`config.mk`:
```
export PLATFORM = sky130hd
export DESIGN_NAME = dbd_controller
export DESIGN_NICKNAME = d
export VERILOG_FILES = /design/src/dbd_pkg.sv /design/src/dbd_controller.sv /design/src/dbd_bank_match.sv
export SDC_FILE = /design/constraint.sdc
export NUM_CORES = 1
export LEC_CHECK = 0
export BUFFER_PORTS_ARGS = -buffer_cell sky130_fd_sc_hd__clkbuf_2
export CAP_MARGIN = 15
export CELL_PAD_IN_SITES_DETAIL_PLACEMENT = 0
export CELL_PAD_IN_SITES_GLOBAL_PLACEMENT = 1
export CORE_ASPECT_RATIO = 1.75
export CORE_MARGIN = 4
export CORE_UTILIZATION = 39
export DETAILED_ROUTE_END_ITERATION = 8
export PLACE_DENSITY_LB_ADDON = 0.1
export SLEW_MARGIN = 15
export SYNTH_ARGS = -nofsm -noshare
export SYNTH_HDL_FRONTEND = slang
export SYNTH_SLANG_ARGS = --single-unit
```
`constraint.sdc`:
```
create_clock -name clk -period 14.93 [get_ports clk]
set_input_delay 0 -clock clk [delete_from_list [all_inputs] [get_ports clk]]
set_output_delay 0 -clock clk [all_outputs]
set_load 0.02 [all_outputs]
```
`src/dbd_pkg.sv`:
```
// constants and types shared by the dram bank decoder and address mux
// assumes one clock domain; all configuration arrives as plain ports
package dbd_pkg;

	// ==========================================================
	// address widths
	localparam int PIN_ADDR_BITS  = 28;   // address pins driven
	localparam int CMP_HIGH       = 31;   // top compare bit
	localparam int CMP_LOW        = 17;   // lowest dram compare bit
	localparam int CMP_BITS       = 15;   // bits 31..17
	localparam int CS_LOW         = 16;   // lowest chip select compare bit
	localparam int CS_BITS        = 16;   // bits 31..16
	localparam int NUM_CS         = 8;    // chip selects 0..7
	localparam int CFG_PIN_LOW    = 24;   // first configurable pin
	localparam int COL_PIN_LOW    = 9;    // lowest muxed address pin
	localparam int COL_TOP_BASE   = 17;   // column top pin for 8-bit 512 byte

	// ==========================================================
	// field encodings
	localparam logic [1:0] PORT_32 = 2'h0;   // 32-bit port
	localparam logic [1:0] PORT_8  = 2'h1;   // 8-bit port
	localparam logic [1:0] PORT_16 = 2'h2;   // 16-bit port
	localparam logic [1:0] PAGE_512 = 2'h0;  // 512 byte page
	localparam logic [1:0] PAGE_1K  = 2'h1;  // 1 KB page
	localparam logic [1:0] PAGE_2K  = 2'h2;  // 2 KB page
	localparam logic [1:0] OP_BYTE = 2'h0;   // operand sizes
	localparam logic [1:0] OP_WORD = 2'h1;
	localparam logic [1:0] OP_LONG = 2'h2;
	localparam logic [1:0] CTRL_READ_ONLY  = 2'h1;  // control value for read only
	localparam logic [1:0] CTRL_READ_WRITE = 2'h3;  // control value for read/write

	// attribute mask bit positions
	localparam int ATTR_SUP_DATA  = 0;
	localparam int ATTR_SUP_CODE  = 1;
	localparam int ATTR_USER_DATA = 2;
	localparam int ATTR_USER_CODE = 3;

	// page modes
	typedef enum logic [1:0] {
		MODE_NORMAL = 2'b00,
		MODE_FAST   = 2'b01,
		MODE_BURST  = 2'b10
	} dbd_mode_t;

	// controller states
	typedef enum logic [2:0] {
		ST_IDLE   = 3'b000,
		ST_DECODE = 3'b001,
		ST_PRE    = 3'b010,
		ST_ROW    = 3'b011,
		ST_COL    = 3'b100,
		ST_CAS    = 3'b101,
		ST_END    = 3'b110,
		ST_STATIC = 3'b111
	} dbd_state_t;

	// reset values
	localparam logic [27:0] ADDR_RESET = 28'h0000000;
	localparam logic [1:0]  BEATS_RESET = 2'h0;
endpackage

```
`src/dbd_controller.sv`:
```
// dram bank decode, strobe sequencing and row/column address multiplexing
// assumes requests and configuration come from logic on clk; refresh elsewhere
module dbd_controller (
	input  wire logic        clk,               // system clock
	input  wire logic        nrst,              // synchronous reset, active low
	input  wire logic        xferStart,         // one-cycle transfer request
	input  wire logic [31:0] xferAddr,          // transfer address
	input  wire logic        xferWrite,         // 1 = write
	input  wire logic        xferSuper,         // 1 = supervisor
	input  wire logic        xferCode,          // 1 = code
	input  wire logic [1:0]  xferSize,          // operand size
	input  wire logic        xferExtMaster,     // 1 = external master
	input  wire logic [3:0]  pinFunctionSelect, // 1 = pin 24+i is address
	input  wire logic [127:0] chipSelectBase,   // 8 x 16 bits, cs0 lowest
	input  wire logic [127:0] chipSelectMask,   // 8 x 16 bits, 1 = ignore
	input  wire logic [7:0]  chipSelectEnable,  // 1 = chip select valid
	input  wire logic [14:0] dramBankBase0,     // bank 0 base bits 31..17
	input  wire logic [14:0] dramBankMask0,     // bank 0 mask bits 31..17
	input  wire logic [3:0]  dramAttrMask0,     // bank 0 class masks
	input  wire logic [1:0]  dramBankControl0,  // bank 0 read/write enables
	input  wire logic [1:0]  dramPageMode0,     // bank 0 page mode
	input  wire logic [1:0]  portWidthSelect0,  // bank 0 port width
	input  wire logic [1:0]  bankPageSizeSelect0, // bank 0 page size
	input  wire logic [14:0] dramBankBase1,     // bank 1 base bits 31..17
	input  wire logic [14:0] dramBankMask1,     // bank 1 mask bits 31..17
	input  wire logic [3:0]  dramAttrMask1,     // bank 1 class masks
	input  wire logic [1:0]  dramBankControl1,  // bank 1 read/write enables
	input  wire logic [1:0]  dramPageMode1,     // bank 1 page mode
	input  wire logic [1:0]  portWidthSelect1,  // bank 1 port width
	input  wire logic [1:0]  bankPageSizeSelect1, // bank 1 page size
	input  wire logic [1:0]  rowDelay,          // extra cycles row to column
	input  wire logic [1:0]  casWidth,          // column strobe cycles minus one
	input  wire logic        extMasterMuxEnable, // mux external master transfers
	output logic [27:0]      addrPins,          // address pins
	output logic [1:0]       rasN,              // row strobe per bank
	output logic             casN,              // column strobe
	output logic             dramWriteN,        // dram write, active low
	output logic [7:0]       chipSelectN,       // chip select strobes
	output logic             defaultActive,     // default memory transfer
	output logic             busy,              // transfer in progress
	output logic             xferDone           // one-cycle completion
);
	// ==========================================================
	// latched request
	logic [31:0] reqAddr;     // current beat address
	logic        reqWrite;    // direction
	logic        reqSuper;    // supervisor flag
	logic        reqCode;     // code flag
	logic [1:0]  reqSize;     // operand size
	logic        reqExt;      // external master flag

	// ==========================================================
	// decode results
	logic [7:0]  csHit;        // per chip select match
	logic [1:0]  bankHit;      // per bank match with permission
	logic        anyCs;        // some chip select matched
	logic [2:0]  csIndex;      // lowest matching chip select
	logic        selBank;      // selected bank after priority
	logic        selIsDram;    // a bank won

	// ==========================================================
	// sequencing state
	dbd_pkg::dbd_state_t state;   // controller state
	logic        curBank;         // bank of the current transfer
	logic [1:0]  beatsLeft;       // beats after the current one
	logic [1:0]  waitCount;       // strobe timing counter
	logic        pageOpen;        // a row is held open
	logic        openBank;        // bank holding the open row
	logic [27:0] openAddr;        // address that opened the row
	logic        rowLive;         // row strobe may be low
	// released for precharge and for non-dram transfers
	assign rowLive = (state == dbd_pkg::ST_ROW || pageOpen) &&
		state != dbd_pkg::ST_PRE && !(state == dbd_pkg::ST_DECODE && !selIsDram);

	// ==========================================================
	// current bank configuration
	logic [1:0]  curMode;     // page mode
	logic [1:0]  curPort;     // port width code
	logic [1:0]  curPage;     // page size code
	logic [1:0]  portShift;   // log2 of port bytes
	logic [1:0]  pageCode;    // page size code clamped
	logic        isBurst;     // operand wider than port
	logic        keepPage;    // hold row between beats
	logic        useMux;      // multiplex the column
	logic        samePage;    // request hits the open row
	logic [27:0] rawAddr;     // unmodified internal address
	logic [27:0] colAddr;     // column phase pin image

	// ==========================================================
	// column phase pin image per port and page size
	function automatic logic [27:0] colMux(input logic [27:0] ia,
		input logic [1:0] pg, input logic [1:0] sh);
		int top;
		int low;
		logic [27:0] r;
		top = dbd_pkg::COL_TOP_BASE + 2 * int'(pg) - int'(sh);
		low = top - 8 - int'(pg);
		r = ia;
		for (int p = dbd_pkg::COL_PIN_LOW; p < dbd_pkg::PIN_ADDR_BITS; p++) begin
			if (p > top) begin
				// pins above the column keep pairs of row bits for larger parts
				r[p] = ia[p - ((p - top - 1) % 2)];
			end else if (p >= low) begin
				// column bits packed downward from the top pin
				r[p] = ia[8 + int'(pg) - (top - p)];
			end
		end
		return r;
	endfunction

	// ==========================================================
	// chip select match, cs0 highest priority
	genvar g;
	generate
		for (g = 0; g < dbd_pkg::NUM_CS; g++) begin : g_cs
			assign csHit[g] = chipSelectEnable[g] &
				(((reqAddr[31:16] ^ chipSelectBase[g*16 +: 16]) &
				~chipSelectMask[g*16 +: 16]) == 16'h0000);
		end
	endgenerate

	// lowest index wins
	always_comb begin
		csIndex = 3'h0;
		for (int i = dbd_pkg::NUM_CS - 1; i >= 0; i--) begin
			if (csHit[i]) begin
				csIndex = 3'(i);
			end
		end
	end
	assign anyCs = |csHit;

	// ==========================================================
	// dram bank matches
	dbd_bank_match u_bank0 (
		.addrHigh    (reqAddr[31:17]),
		.bankBase    (dramBankBase0),
		.bankMask    (dramBankMask0),
		.attrMask    (dramAttrMask0),
		.bankControl (dramBankControl0),
		.xferWrite   (reqWrite),
		.xferSuper   (reqSuper),
		.xferCode    (reqCode),
		.bankHit     (bankHit[0])
	);

	dbd_bank_match u_bank1 (
		.addrHigh    (reqAddr[31:17]),
		.bankBase    (dramBankBase1),
		.bankMask    (dramBankMask1),
		.attrMask    (dramAttrMask1),
		.bankControl (dramBankControl1),
		.xferWrite   (reqWrite),
		.xferSuper   (reqSuper),
		.xferCode    (reqCode),
		.bankHit     (bankHit[1])
	);

	// banks only below all chip selects, bank 0 before bank 1
	assign selIsDram = ~anyCs & (|bankHit);
	assign selBank = ~bankHit[0];

	// ==========================================================
	// per-bank configuration of the transfer in hand
	always_comb begin
		if (state == dbd_pkg::ST_DECODE ? selBank : curBank) begin
			curMode = dramPageMode1;
			curPort = portWidthSelect1;
			curPage = bankPageSizeSelect1;
		end else begin
			curMode = dramPageMode0;
			curPort = portWidthSelect0;
			curPage = bankPageSizeSelect0;
		end
	end

	// port code 01 is 8-bit, 10 16-bit, else 32-bit
	always_comb begin
		case (curPort)
			dbd_pkg::PORT_8:  portShift = 2'h0;
			dbd_pkg::PORT_16: portShift = 2'h1;
			default:          portShift = 2'h2;
		endcase
	end

	// page code 00 512 byte, 01 1 KB, else 2 KB
	assign pageCode = (curPage == dbd_pkg::PAGE_512) ? dbd_pkg::PAGE_512 :
		(curPage == dbd_pkg::PAGE_1K) ? dbd_pkg::PAGE_1K : dbd_pkg::PAGE_2K;

	assign isBurst = reqSize > portShift;
	// fast page keeps rows; burst page only inside a split operand
	assign keepPage = (curMode == dbd_pkg::MODE_FAST) ||
		((curMode == dbd_pkg::MODE_BURST) && isBurst);
	// core always muxed; external master only when enabled
	assign useMux = ~reqExt | extMasterMuxEnable;
	assign rawAddr = reqAddr[27:0];
	assign colAddr = useMux ? colMux(rawAddr, pageCode, portShift) : rawAddr;
	// same row means equal above the page bits
	assign samePage = pageOpen && (openBank == selBank) &&
		(28'((rawAddr ^ openAddr) >> (9 + int'(pageCode))) == 28'h0000000);

	// ==========================================================
	// request capture and beat address advance
	always_ff @(posedge clk) begin
		if (!nrst) begin
			reqAddr  <= 32'h00000000;
			reqWrite <= 1'b0;
			reqSuper <= 1'b0;
			reqCode  <= 1'b0;
			reqSize  <= dbd_pkg::OP_BYTE;
			reqExt   <= 1'b0;
		end else if (state == dbd_pkg::ST_IDLE && xferStart) begin
			reqAddr  <= xferAddr;
			reqWrite <= xferWrite;
			reqSuper <= xferSuper;
			reqCode  <= xferCode;
			reqSize  <= xferSize;
			reqExt   <= xferExtMaster;
		end else if (state == dbd_pkg::ST_CAS && waitCount == 2'h0 &&
			beatsLeft != 2'h0) begin
			// next beat one port width further, ready before the end cycle
			reqAddr <= reqAddr + (32'h1 << portShift);
		end
	end

	// ==========================================================
	// main sequencer
	always_ff @(posedge clk) begin
		if (!nrst) begin
			state     <= dbd_pkg::ST_IDLE;
			curBank   <= 1'b0;
			beatsLeft <= dbd_pkg::BEATS_RESET;
			waitCount <= 2'h0;
		end else begin
			case (state)
				dbd_pkg::ST_IDLE: begin
					if (xferStart) begin
						state <= dbd_pkg::ST_DECODE;
					end
				end
				dbd_pkg::ST_DECODE: begin
					curBank <= selBank;
					// beats beyond the first when the operand is split
					beatsLeft <= isBurst ?
						2'((3'h1 << (reqSize - portShift)) - 3'h1) : 2'h0;
					if (!selIsDram) begin
						state <= dbd_pkg::ST_STATIC;
					end else if (samePage && keepPage) begin
						state <= dbd_pkg::ST_COL;
					end else if (pageOpen) begin
						state <= dbd_pkg::ST_PRE;
					end else begin
						state <= dbd_pkg::ST_ROW;
					end
					waitCount <= rowDelay;
				end
				dbd_pkg::ST_PRE: begin
					// row strobe high one cycle before a new row
					state <= dbd_pkg::ST_ROW;
				end
				dbd_pkg::ST_ROW: begin
					// common timing for both banks
					if (waitCount == 2'h0) begin
						state <= dbd_pkg::ST_COL;
					end else begin
						waitCount <= waitCount - 2'h1;
					end
				end
				dbd_pkg::ST_COL: begin
					state     <= dbd_pkg::ST_CAS;
					waitCount <= casWidth;
				end
				dbd_pkg::ST_CAS: begin
					if (waitCount == 2'h0) begin
						state <= dbd_pkg::ST_END;
					end else begin
						waitCount <= waitCount - 2'h1;
					end
				end
				dbd_pkg::ST_END: begin
					waitCount <= rowDelay;
					if (beatsLeft == 2'h0) begin
						state <= dbd_pkg::ST_IDLE;
					end else begin
						beatsLeft <= beatsLeft - 2'h1;
						// kept rows go straight to the next column
						state <= keepPage ? dbd_pkg::ST_COL : dbd_pkg::ST_PRE;
					end
				end
				dbd_pkg::ST_STATIC: begin
					state <= dbd_pkg::ST_IDLE;
				end
				default: begin
					state <= dbd_pkg::ST_IDLE;
				end
			endcase
		end
	end

	// ==========================================================
	// open row bookkeeping
	always_ff @(posedge clk) begin
		if (!nrst) begin
			pageOpen <= 1'b0;
			openBank <= 1'b0;
			openAddr <= dbd_pkg::ADDR_RESET;
		end else if (state == dbd_pkg::ST_PRE ||
			(state == dbd_pkg::ST_DECODE && !selIsDram)) begin
			// precharge, or a non-dram transfer that must see no row strobe
			pageOpen <= 1'b0;
		end else if (state == dbd_pkg::ST_ROW) begin
			pageOpen <= 1'b1;
			openBank <= curBank;
			openAddr <= rawAddr;
		end else if (state == dbd_pkg::ST_END && !(keepPage &&
			(beatsLeft != 2'h0 || curMode == dbd_pkg::MODE_FAST))) begin
			// normal and finished burst transfers release the row
			pageOpen <= 1'b0;
		end
	end

	// ==========================================================
	// address pins
	always_ff @(posedge clk) begin
		if (!nrst) begin
			addrPins <= dbd_pkg::ADDR_RESET;
		end else begin
			logic [27:0] nextPins;
			nextPins = addrPins;
			if (state == dbd_pkg::ST_DECODE) begin
				// row image, or the column image at once on a page hit
				nextPins = (selIsDram && samePage && keepPage) ? colAddr : rawAddr;
			end else if (state == dbd_pkg::ST_END) begin
				// kept row: next column set up ahead of its strobe
				nextPins = (keepPage && beatsLeft != 2'h0) ? colAddr : rawAddr;
			end else if (state == dbd_pkg::ST_PRE) begin
				nextPins = rawAddr;
			end else if (state == dbd_pkg::ST_ROW && waitCount == 2'h0) begin
				// column image ahead of the column strobe
				nextPins = colAddr;
			end else if (state == dbd_pkg::ST_COL || state == dbd_pkg::ST_CAS) begin
				nextPins = colAddr;
			end
			// upper pins carry address only when selected as address
			nextPins[27:24] = nextPins[27:24] & pinFunctionSelect;
			addrPins <= nextPins;
		end
	end

	// ==========================================================
	// strobes
	always_ff @(posedge clk) begin
		if (!nrst) begin
			rasN       <= 2'h3;
			casN       <= 1'b1;
			dramWriteN <= 1'b1;
		end else begin
			// row strobe follows the open row of its bank
			rasN[0] <= ~(rowLive && (state == dbd_pkg::ST_ROW ? ~curBank : ~openBank));
			rasN[1] <= ~(rowLive && (state == dbd_pkg::ST_ROW ? curBank : openBank));
			casN <= ~(state == dbd_pkg::ST_COL ||
				(state == dbd_pkg::ST_CAS && waitCount != 2'h0));
			dramWriteN <= ~(reqWrite && (state == dbd_pkg::ST_COL ||
				state == dbd_pkg::ST_CAS));
		end
	end

	// ==========================================================
	// chip select and default memory signalling
	always_ff @(posedge clk) begin
		if (!nrst) begin
			chipSelectN   <= 8'hff;
			defaultActive <= 1'b0;
		end else begin
			chipSelectN   <= 8'hff;
			defaultActive <= 1'b0;
			if (state == dbd_pkg::ST_DECODE && anyCs) begin
				chipSelectN[csIndex] <= 1'b0;
			end else if (state == dbd_pkg::ST_DECODE && !selIsDram) begin
				// no strobe of any kind on default memory
				defaultActive <= 1'b1;
			end
		end
	end

	// ==========================================================
	// status
	always_ff @(posedge clk) begin
		if (!nrst) begin
			busy     <= 1'b0;
			xferDone <= 1'b0;
		end else begin
			busy <= (state != dbd_pkg::ST_IDLE) || xferStart;
			xferDone <= (state == dbd_pkg::ST_STATIC) ||
				(state == dbd_pkg::ST_END && beatsLeft == 2'h0);
		end
	end
endmodule

```
`src/dbd_bank_match.sv`:
```
// permission-checked address match for one dram bank
// assumes transfer attributes are stable while they are compared
module dbd_bank_match (
	input  wire logic [14:0] addrHigh,       // transfer address bits 31..17
	input  wire logic [14:0] bankBase,       // dram_bank_base field
	input  wire logic [14:0] bankMask,       // base_address_mask_field, 1 = ignore
	input  wire logic [3:0]  attrMask,       // 1 = class excluded
	input  wire logic [1:0]  bankControl,    // bit0 read enable, bit1 write enable
	input  wire logic        xferWrite,      // 1 = write transfer
	input  wire logic        xferSuper,      // 1 = supervisor
	input  wire logic        xferCode,       // 1 = code fetch
	output logic             bankHit         // all three checks pass
);
	// ==========================================================
	// individual checks
	logic addrOk;     // unmasked bits equal
	logic dirOk;      // direction enabled
	logic attrOk;     // class not masked
	logic [1:0] cls;  // attribute class index

	// masked bits drop out of the compare
	assign addrOk = ((addrHigh ^ bankBase) & ~bankMask) == 15'h0000;
	// read needs bit0, write needs bit1; 01 read only, 11 read/write
	assign dirOk = xferWrite ? bankControl[1] : bankControl[0];
	// class index: super data, super code, user data, user code
	assign cls = {~xferSuper, xferCode};
	assign attrOk = ~attrMask[cls];
	// a failed check simply reads as no match
	assign bankHit = addrOk & dirOk & attrOk;
endmodule

```
==> flow_summary.ini, run 1 <==
[floorplanning]
boundaryPins = 441
core-area_mm2 = 0.02873
initial_core_util = 0.3966
die_h_um = 234.1
die_w_um = 137.2
dieArea_mm2 = 0.03212
row_count = 82

[logic_synthesis]
synth_edf_count = 0
yosys_warnings = 0
synthArstFlopShare = 0
ys_seq_area_frac = 0.1933
synth_top_flop_cell = dfxtp_1
synthCells = 1420
synth_cell_type_count = 85
postSynthAreaPerCell_um2 = 8.024
synth_area_mm2 = 0.01139
syn_nets = 1860
ys_ff_latch = 110

[cts]
clkTransAtPathRegs_ns = 0.08
cts_tree = built
cts-root-buf = clkbuf_16
cts.sinks = 110
clk_latency_ns = 0.38
cts_made_buffers = 9
htreeDepth = 3
cts_buffer_depth = 2
cts_resized = 0

[place]
gp_congestion = 1.041
placed_area_mm2 = 0.01374
dp_hpwl_um = 44900
io_buffers = 440

[job]
drv_cap = 0

[route]
firstDrtPassIters = 6
antenna_left = 0
vias = 12900
drc = 0
routed_via_density = 5.828
totalWireLength_um = 57620
wire_per_inst_um = 26.04
drt_iter0_markers = 1050

[layout]
num-fill-cells = 2879
area_growth_pct = 27.33
nNetsFinal = 2269
drive_gt1_frac = 0.3059
final_cell_area_mm2 = 0.01451

[grt]
grt_use_met2 = 0.6262
use_met1 = 0.3420
overflow = 0
grt_max_degree = 65
grtUsageTotal = 0.3461
grt_pass1_vias = 13020
antenna_found_initial = 3
grt_pass1_wl_um = 80560
use_met3 = 0.07020
gr-max-usage-layer = met2

[power]
p_total_uw = 2355
peakVddDrop_mv = 0.07383
power_density_mw_per_mm2 = 162.3
p_leak_uw = 0.005921

[worst_setup_path]
max_stage_delay_ns = 1.33
crit_chain = xnor2_1, o22ai_1, nor4_1, nand4_1, and2_1, mux2_2, ha_1, ha_1, inv_1, fa_1, mux4_2, mux2i_1, mux4_2, o41ai_1, mux2_2, nor2_1, nor4_1
timing.rr.end = addrPins[24]$_SDFF_PN0_
startpoint_type = flop
crit_fanout = 20
rrSetupSlack_ns = 7.29
critPathLaunch = reqAddr[30]$_SDFFE_PN0P_
endpoint_kind = flop
path_class = flop to flop
r2r_cells = 17
rr_startpoint = reqAddr[30]$_SDFFE_PN0P_
required_ns = 15.23
arrival_ns = 7.94
cp_slowest_cell = fa_1

[sta]
setup_violations = 0
relSlewSlack = 0.2350
fmax_ghz = 0.1308
fin_skew_ns = 0.009673
min_period_over_period = 0.5119
slew_violations = 0
hold_viol = 0
fin_crit_ns = 7.643
rsz0062_at_grt = no
fin_setup_tns_ns = 0
tightest_slew_ns = 1.146

[hold_path]
min_to = reqAddr[18]$_SDFFE_PN0P_
min_from = xferAddr[18]
hold_path_class = primary input to flop
whs_path_depth = 3

[run_status]
status = complete, no violations
-- worst max-delay path, delay by kind of cell, from the launching register on --
family	cells	cell delay (ns)
DFF	1	1.03
xor gates and xnor gates	1	0.23
muxes	5	1.55
adders and majority gates	3	2.40
AOI/OAI and AO/OA	2	0.62
buffers and inverters	1	0.25
and+or+nand+nor	5	1.48
-- flip-flops by register name, indices dropped and copies added (netlist names), 2 cells and up --
register,cells
beatsLeft,2
rasN,2
chipSelectN,8
reqSize,2
state,3
waitCount,2
reqAddr,32
openAddr,19
addrPins,28
-- Yosys cell counts (all sizes together) (8+ instances only) --
cell type  count  area [µm²]
nor2         104       390.4
nor3          19       95.09
a31oi         15       93.84
clkbuf        78       345.3
o211ai        12       105.1
ha            35       437.9
a211oi        30       225.2
dfxtp        110        2202
o21ai         68       344.1
and2           9       57.56
inv           35       131.4
or3            8       50.05
xor2          20       175.2
nand2        142       535.5
and3          12       75.07
a21oi        101       520.5
nor4          19       125.1
xnor2        202        1769
nand4         11       68.82
buf           39       215.2
mux4          44       994.7
nor2b         13       81.33
mux2           8       90.09
nand3         35       175.2
a22oi          8       60.06
nand2b        15       93.84
o22ai         72       450.4
mux2i         53       530.5
-- layout make-up --
class,count,area (µm²),area share
diodes,1,2.502,0.0001725
clock buffers,10,239.0,0.01647
clock inverters,6,80.08,0.005519
inverters,37,140.1,0.009658
multi-input cells,1155,8487,0.5849
flip-flops and latches,110,2202,0.1518
well taps,378,473.0,0.03260
repair buffers,516,2885,0.1989
-- cells in the final DEF, fill, tap and decap left out, types with 18 or more instances in the layout --
cell type,synthesis,final
xor2_1,20,20
xnor2_1,202,202
nor3_1,19,19
dlygate4sd3_1,0,45
buf_4,7,31
nand2_1,141,140
mux4_2,43,43
dfxtp_1,110,110
clkbuf_2,2,440
o21ai_0,66,66
nor2_1,104,104
mux2i_1,53,53
inv_1,34,34
a21oi_1,99,99
o22ai_1,72,72
ha_1,35,35
nor4_1,18,18
nand3_1,35,35
a211oi_1,30,30
-- through the flow --
step	instances	hold slack [ns]	setup slack [ns]	util
finish	2213	0.04527	7.287	0.5051
global placement	2151	0.2265	7.636	0.4782
global route	2213	0.04081	6.813	0.5051
CTS	2212	0.03992	7.431	0.5050
floorplan	1420	0.1360	9.264	-
detailed placement	2151	0.2392	7.448	0.4782
-- cell families (layout without fill, tap and decap cells) --
logic type                 after synthesis  in the layout  synth area share
xor gates and xnor gates               222            222            0.1706
adders and majority gates               43             43           0.05161
AOI/OAI and AO/OA                      377            377            0.2121
other                                    0              1                 0
DFF                                    110            110            0.1933
and+or+nand+nor                        408            408            0.1684
buffers and inverters                  155            569           0.06215
muxes                                  105            105            0.1418
-- report_power, final --
part	total, µW	switching (µW)	internal (µW)
Sequential	403	66.7	336
Combinational	1690	981	705
Clock	266	129	138
-- metal layers --
| metal | wire length, µm | share of wire | up-vias |
|---|---|---|---|
| li1 | - | - | 5955 |
| met1 | 18930 | 0.33 | 6074 |
| met5 | 11 | 0.00019 | - |
| met2 | 29290 | 0.51 | 666 |
| met4 | 4982 | 0.086 | 2 |
| met3 | 4409 | 0.077 | 201 |
-- timing repair --
action / 4_1_cts / 5_1_grt
buffers inserted: 0 / 0
hold buffers: 45 / 0
endpoints found under the hold margin: 43 / 0
-- how the worst max path moves through the flow --
stage                                   end  slack [ns]  cells past startpoint
finish              addrPins[24]$_SDFF_PN0_        7.29                     17
global route        addrPins[24]$_SDFF_PN0_        6.81                     17
CTS                 addrPins[24]$_SDFF_PN0_        7.43                     17
detailed placement  addrPins[24]$_SDFF_PN0_        7.45                     17
global placement    addrPins[24]$_SDFF_PN0_        7.64                     17
floorplan           addrPins[24]$_SDFF_PN0_        9.26                     18
Note: power is estimated with default switching activity, not from simulation.
==> inputs of run 2 (changes only) <==
--- a/config.mk
+++ b/config.mk
@@ -5,13 +5,14 @@
 export SDC_FILE = /design/constraint.sdc
 export NUM_CORES = 1
 export LEC_CHECK = 0
+export ABC_AREA = 1
 export BUFFER_PORTS_ARGS = -buffer_cell sky130_fd_sc_hd__clkbuf_2
 export CAP_MARGIN = 15
 export CELL_PAD_IN_SITES_DETAIL_PLACEMENT = 0
 export CELL_PAD_IN_SITES_GLOBAL_PLACEMENT = 1
 export CORE_ASPECT_RATIO = 1.75
 export CORE_MARGIN = 4
-export CORE_UTILIZATION = 39
+export CORE_UTILIZATION = 31
 export DETAILED_ROUTE_END_ITERATION = 8
 export PLACE_DENSITY_LB_ADDON = 0.1
 export SLEW_MARGIN = 15
==> constraint.sdc (replaced) <==
create_clock -name clk -period 6.6 [get_ports clk]
set_input_delay 0 -clock clk [delete_from_list [all_inputs] [get_ports clk]]
set_output_delay 0 -clock clk [all_outputs]
set_load 0.02 [all_outputs]
==> run 2 against run 1 <==
Net effect:
- largest cell class unchanged
- via count up 22%
- maximum frequency up 31%
- utilization down 10 points
- register-to-register slack worse by 6.5 ns
- final cell count up 32%
- non-clock buffer count up 7
- synthesized area up 7.1%
- critical endpoint is now addrPins[11]$_SDFFE_PN0P_
- design area up 6.8%
- hold slack worse by 0.035 ns
- synthesized cell count up 41%
- first-iteration DRC count up 10%
- setup slack worse by 6.5 ns
==> flow_summary.ini, run 2 <==
[logic_synthesis]
yosys_warnings = 0
synthTopCellsByArea = dfxtp_1 18%, nand2_1 12%, o21ai_0 11%
yosys.area.top_type = dfxtp_1
ys_ff_latch = 110
synth_top_area_frac = 0.1805
ys_seq_area_frac = 0.1805
syn_nets = 2446
synth_area_mm2 = 0.01220
postSynthAreaPerCell_um2 = 6.083
yosys-top-cells-count = 402 x nand2_1, 263 x o21ai_0, 207 x nor2_1, 172 x inv_1, 167 x a21oi_1
synth.most_common_cell = nand2_1
synthCells = 2006
synth_top_flop_cell = dfxtp_1
synth_cell_type_count = 52
synth_edf_count = 0
synthArstFlopShare = 0

[worst_setup_path]
crit_fanout = 21
required_ns = 6.88
startpoint_type = flop
endpoint_kind = flop
path_class = flop to flop
arrival_ns = 6.13

[floorplanning]
core-area_mm2 = 0.03863
die_w_um = 158.0
initial_core_util = 0.3159
dieArea_mm2 = 0.04272
die_h_um = 270.5
boundaryPins = 441
row_count = 95

[sta]
relSlewSlack = 0.3166
setup_violations = 0
holdWs_ns = 0.01045
fin_crit_ns = 5.852
tightest_slew_ns = 1.014
fmax_ghz = 0.1709
slew_violations = 0
hold_viol = 0
rsz0062_at_grt = no
fin_skew_ns = 0.02124
min_period_over_period = 0.8867
fin_setup_tns_ns = 0

[cts]
clk_latency_ns = 0.39
cts_made_buffers = 9
cts.sinks = 110
cts-root-buf = clkbuf_16
cts_resized = 0
cts_tree = built
htreeDepth = 3
post_cts_buffers = 0
ctsHoldBuffers = 25
clkTransAtPathRegs_ns = 0.10
cts_buffer_depth = 2

[place]
gp_congestion = 1.026
io_buffers = 440
dp_hpwl_um = 60350

[layout]
reg_top3 = reqAddr: 32 flops, addrPins: 28 flops, openAddr: 19 flops
drive_gt1_frac = 0.2409
largest_reg_flops = 32
num-fill-cells = 4291
area_growth_pct = 27.00
layout_common_cells = 440 x clkbuf_2, 402 x nand2_1, 263 x o21ai_0, 204 x nor2_1, 172 x inv_1
final_common_cell = clkbuf_2
regMostFlops = reqAddr
nNetsFinal = 2872
post-route-util = 0.4011

[route]
firstDrtPassIters = 5
drc = 0
drt_iter0_markers = 1160
totalWireLength_um = 72330
antenna_left = 0
wire_per_inst_um = 24.72
vias = 15730
routed_via_density = 5.376

[grt]
grt_pass1_wl_um = 101500
use_met1 = 0.3121
gr-max-usage-layer = met2
grt_use_met2 = 0.6022
grt_max_degree = 61
use_met3 = 0.04846
grtUsageTotal = 0.3227
overflow = 0
antenna_found_initial = 4
grt_pass1_vias = 15700

[run_status]
status = complete, no violations

[job]
drv_cap = 0

[hold_path]
hold_path_class = primary input to flop
run 2: per-stage QoR:
stage	area, µm²	setup WS, ns	instances
2_1_floorplan	12200	2.089	2006
3_3_place_gp	14920	0.8442	2880
3_5_place_dp	14930	0.8053	2881
4_1_cts	15490	0.7684	2922
5_1_grt	15490	0.3474	2925
6_report	15500	0.7479	2926
run 2: worst max-delay path: stages, from the launching register on:
cell and delay [ns]:
dfxtp_1 0.33, buf_4 0.20, inv_2 0.26, nand2_1 0.08
nand3b_1 0.09, nand2_1 0.07, nor2_2 0.24, inv_2 0.08
nor2_4 0.13, nand3_4 0.12, nand2_4 0.14, nand2_1 0.06
o21ai_0 0.14, ha_1 0.40, ha_1 0.54, inv_1 0.17
fa_1 0.50, buf_4 0.24, o21ai_0 0.70, mux2i_1 0.22
mux2i_1 0.23, nand2_1 0.07, nand3_1 0.07, nand2_1 0.09
a22oi_1 0.25, nand4_1 0.14, nand3_1 0.11, a21oi_1 0.06
run 2: cell families after synthesis:
kind of cell,after synthesis,synth area share
AND/OR/NAND/NOR,785,0.2778
AO/OA/AOI/OAI,606,0.2765
buffers and inverters,309,0.1053
XOR/XNOR,134,0.09618
flip-flops,110,0.1805
adder cells (fa/ha/maj),42,0.04737
multiplexers,20,0.01641
run 2: worst paths after layout:
check                                         startpoint                        end  slack, ns  depth (start not counted)
worst max-delay path            reqAddr[18]$_SDFFE_PN0P_  addrPins[11]$_SDFFE_PN0P_       0.75                         27
worst min-delay path                         xferAddr[5]    reqAddr[5]$_SDFFE_PN0P_       0.01                          5
worst max register to register  reqAddr[18]$_SDFFE_PN0P_  addrPins[11]$_SDFFE_PN0P_       0.75                         27
worst min register to register     reqWrite$_SDFFE_PN0P_      dramWriteN$_SDFF_PN1_       0.45                          1
run 2: area by class of cell:
| type | count | area (µm²) | share of cell area |
|---|---|---|---|
| repair buffers | 523 | 2888 | 0.1864 |
| multi-input cells | 1587 | 8728 | 0.5633 |
| diodes | 4 | 10.01 | 0.0006459 |
| flip-flops and latches | 110 | 2202 | 0.1421 |
| well taps | 485 | 606.8 | 0.03916 |
| clock inverters | 7 | 77.57 | 0.005006 |
| clock buffers | 9 | 225.2 | 0.01453 |
| inverters | 201 | 758.2 | 0.04893 |
run 2: layer usage:
layer / vias up / routed length (µm)
li1: 7602 / -
met1: 7178 / 23810
met2: 737 / 37790
met3: 214 / 4626
met4: 0 / 6099
met5: - / 0
Power of run 2 is not shown: default switching activity piles up to over one toggle a cycle in this logic, so the estimate is an artifact.
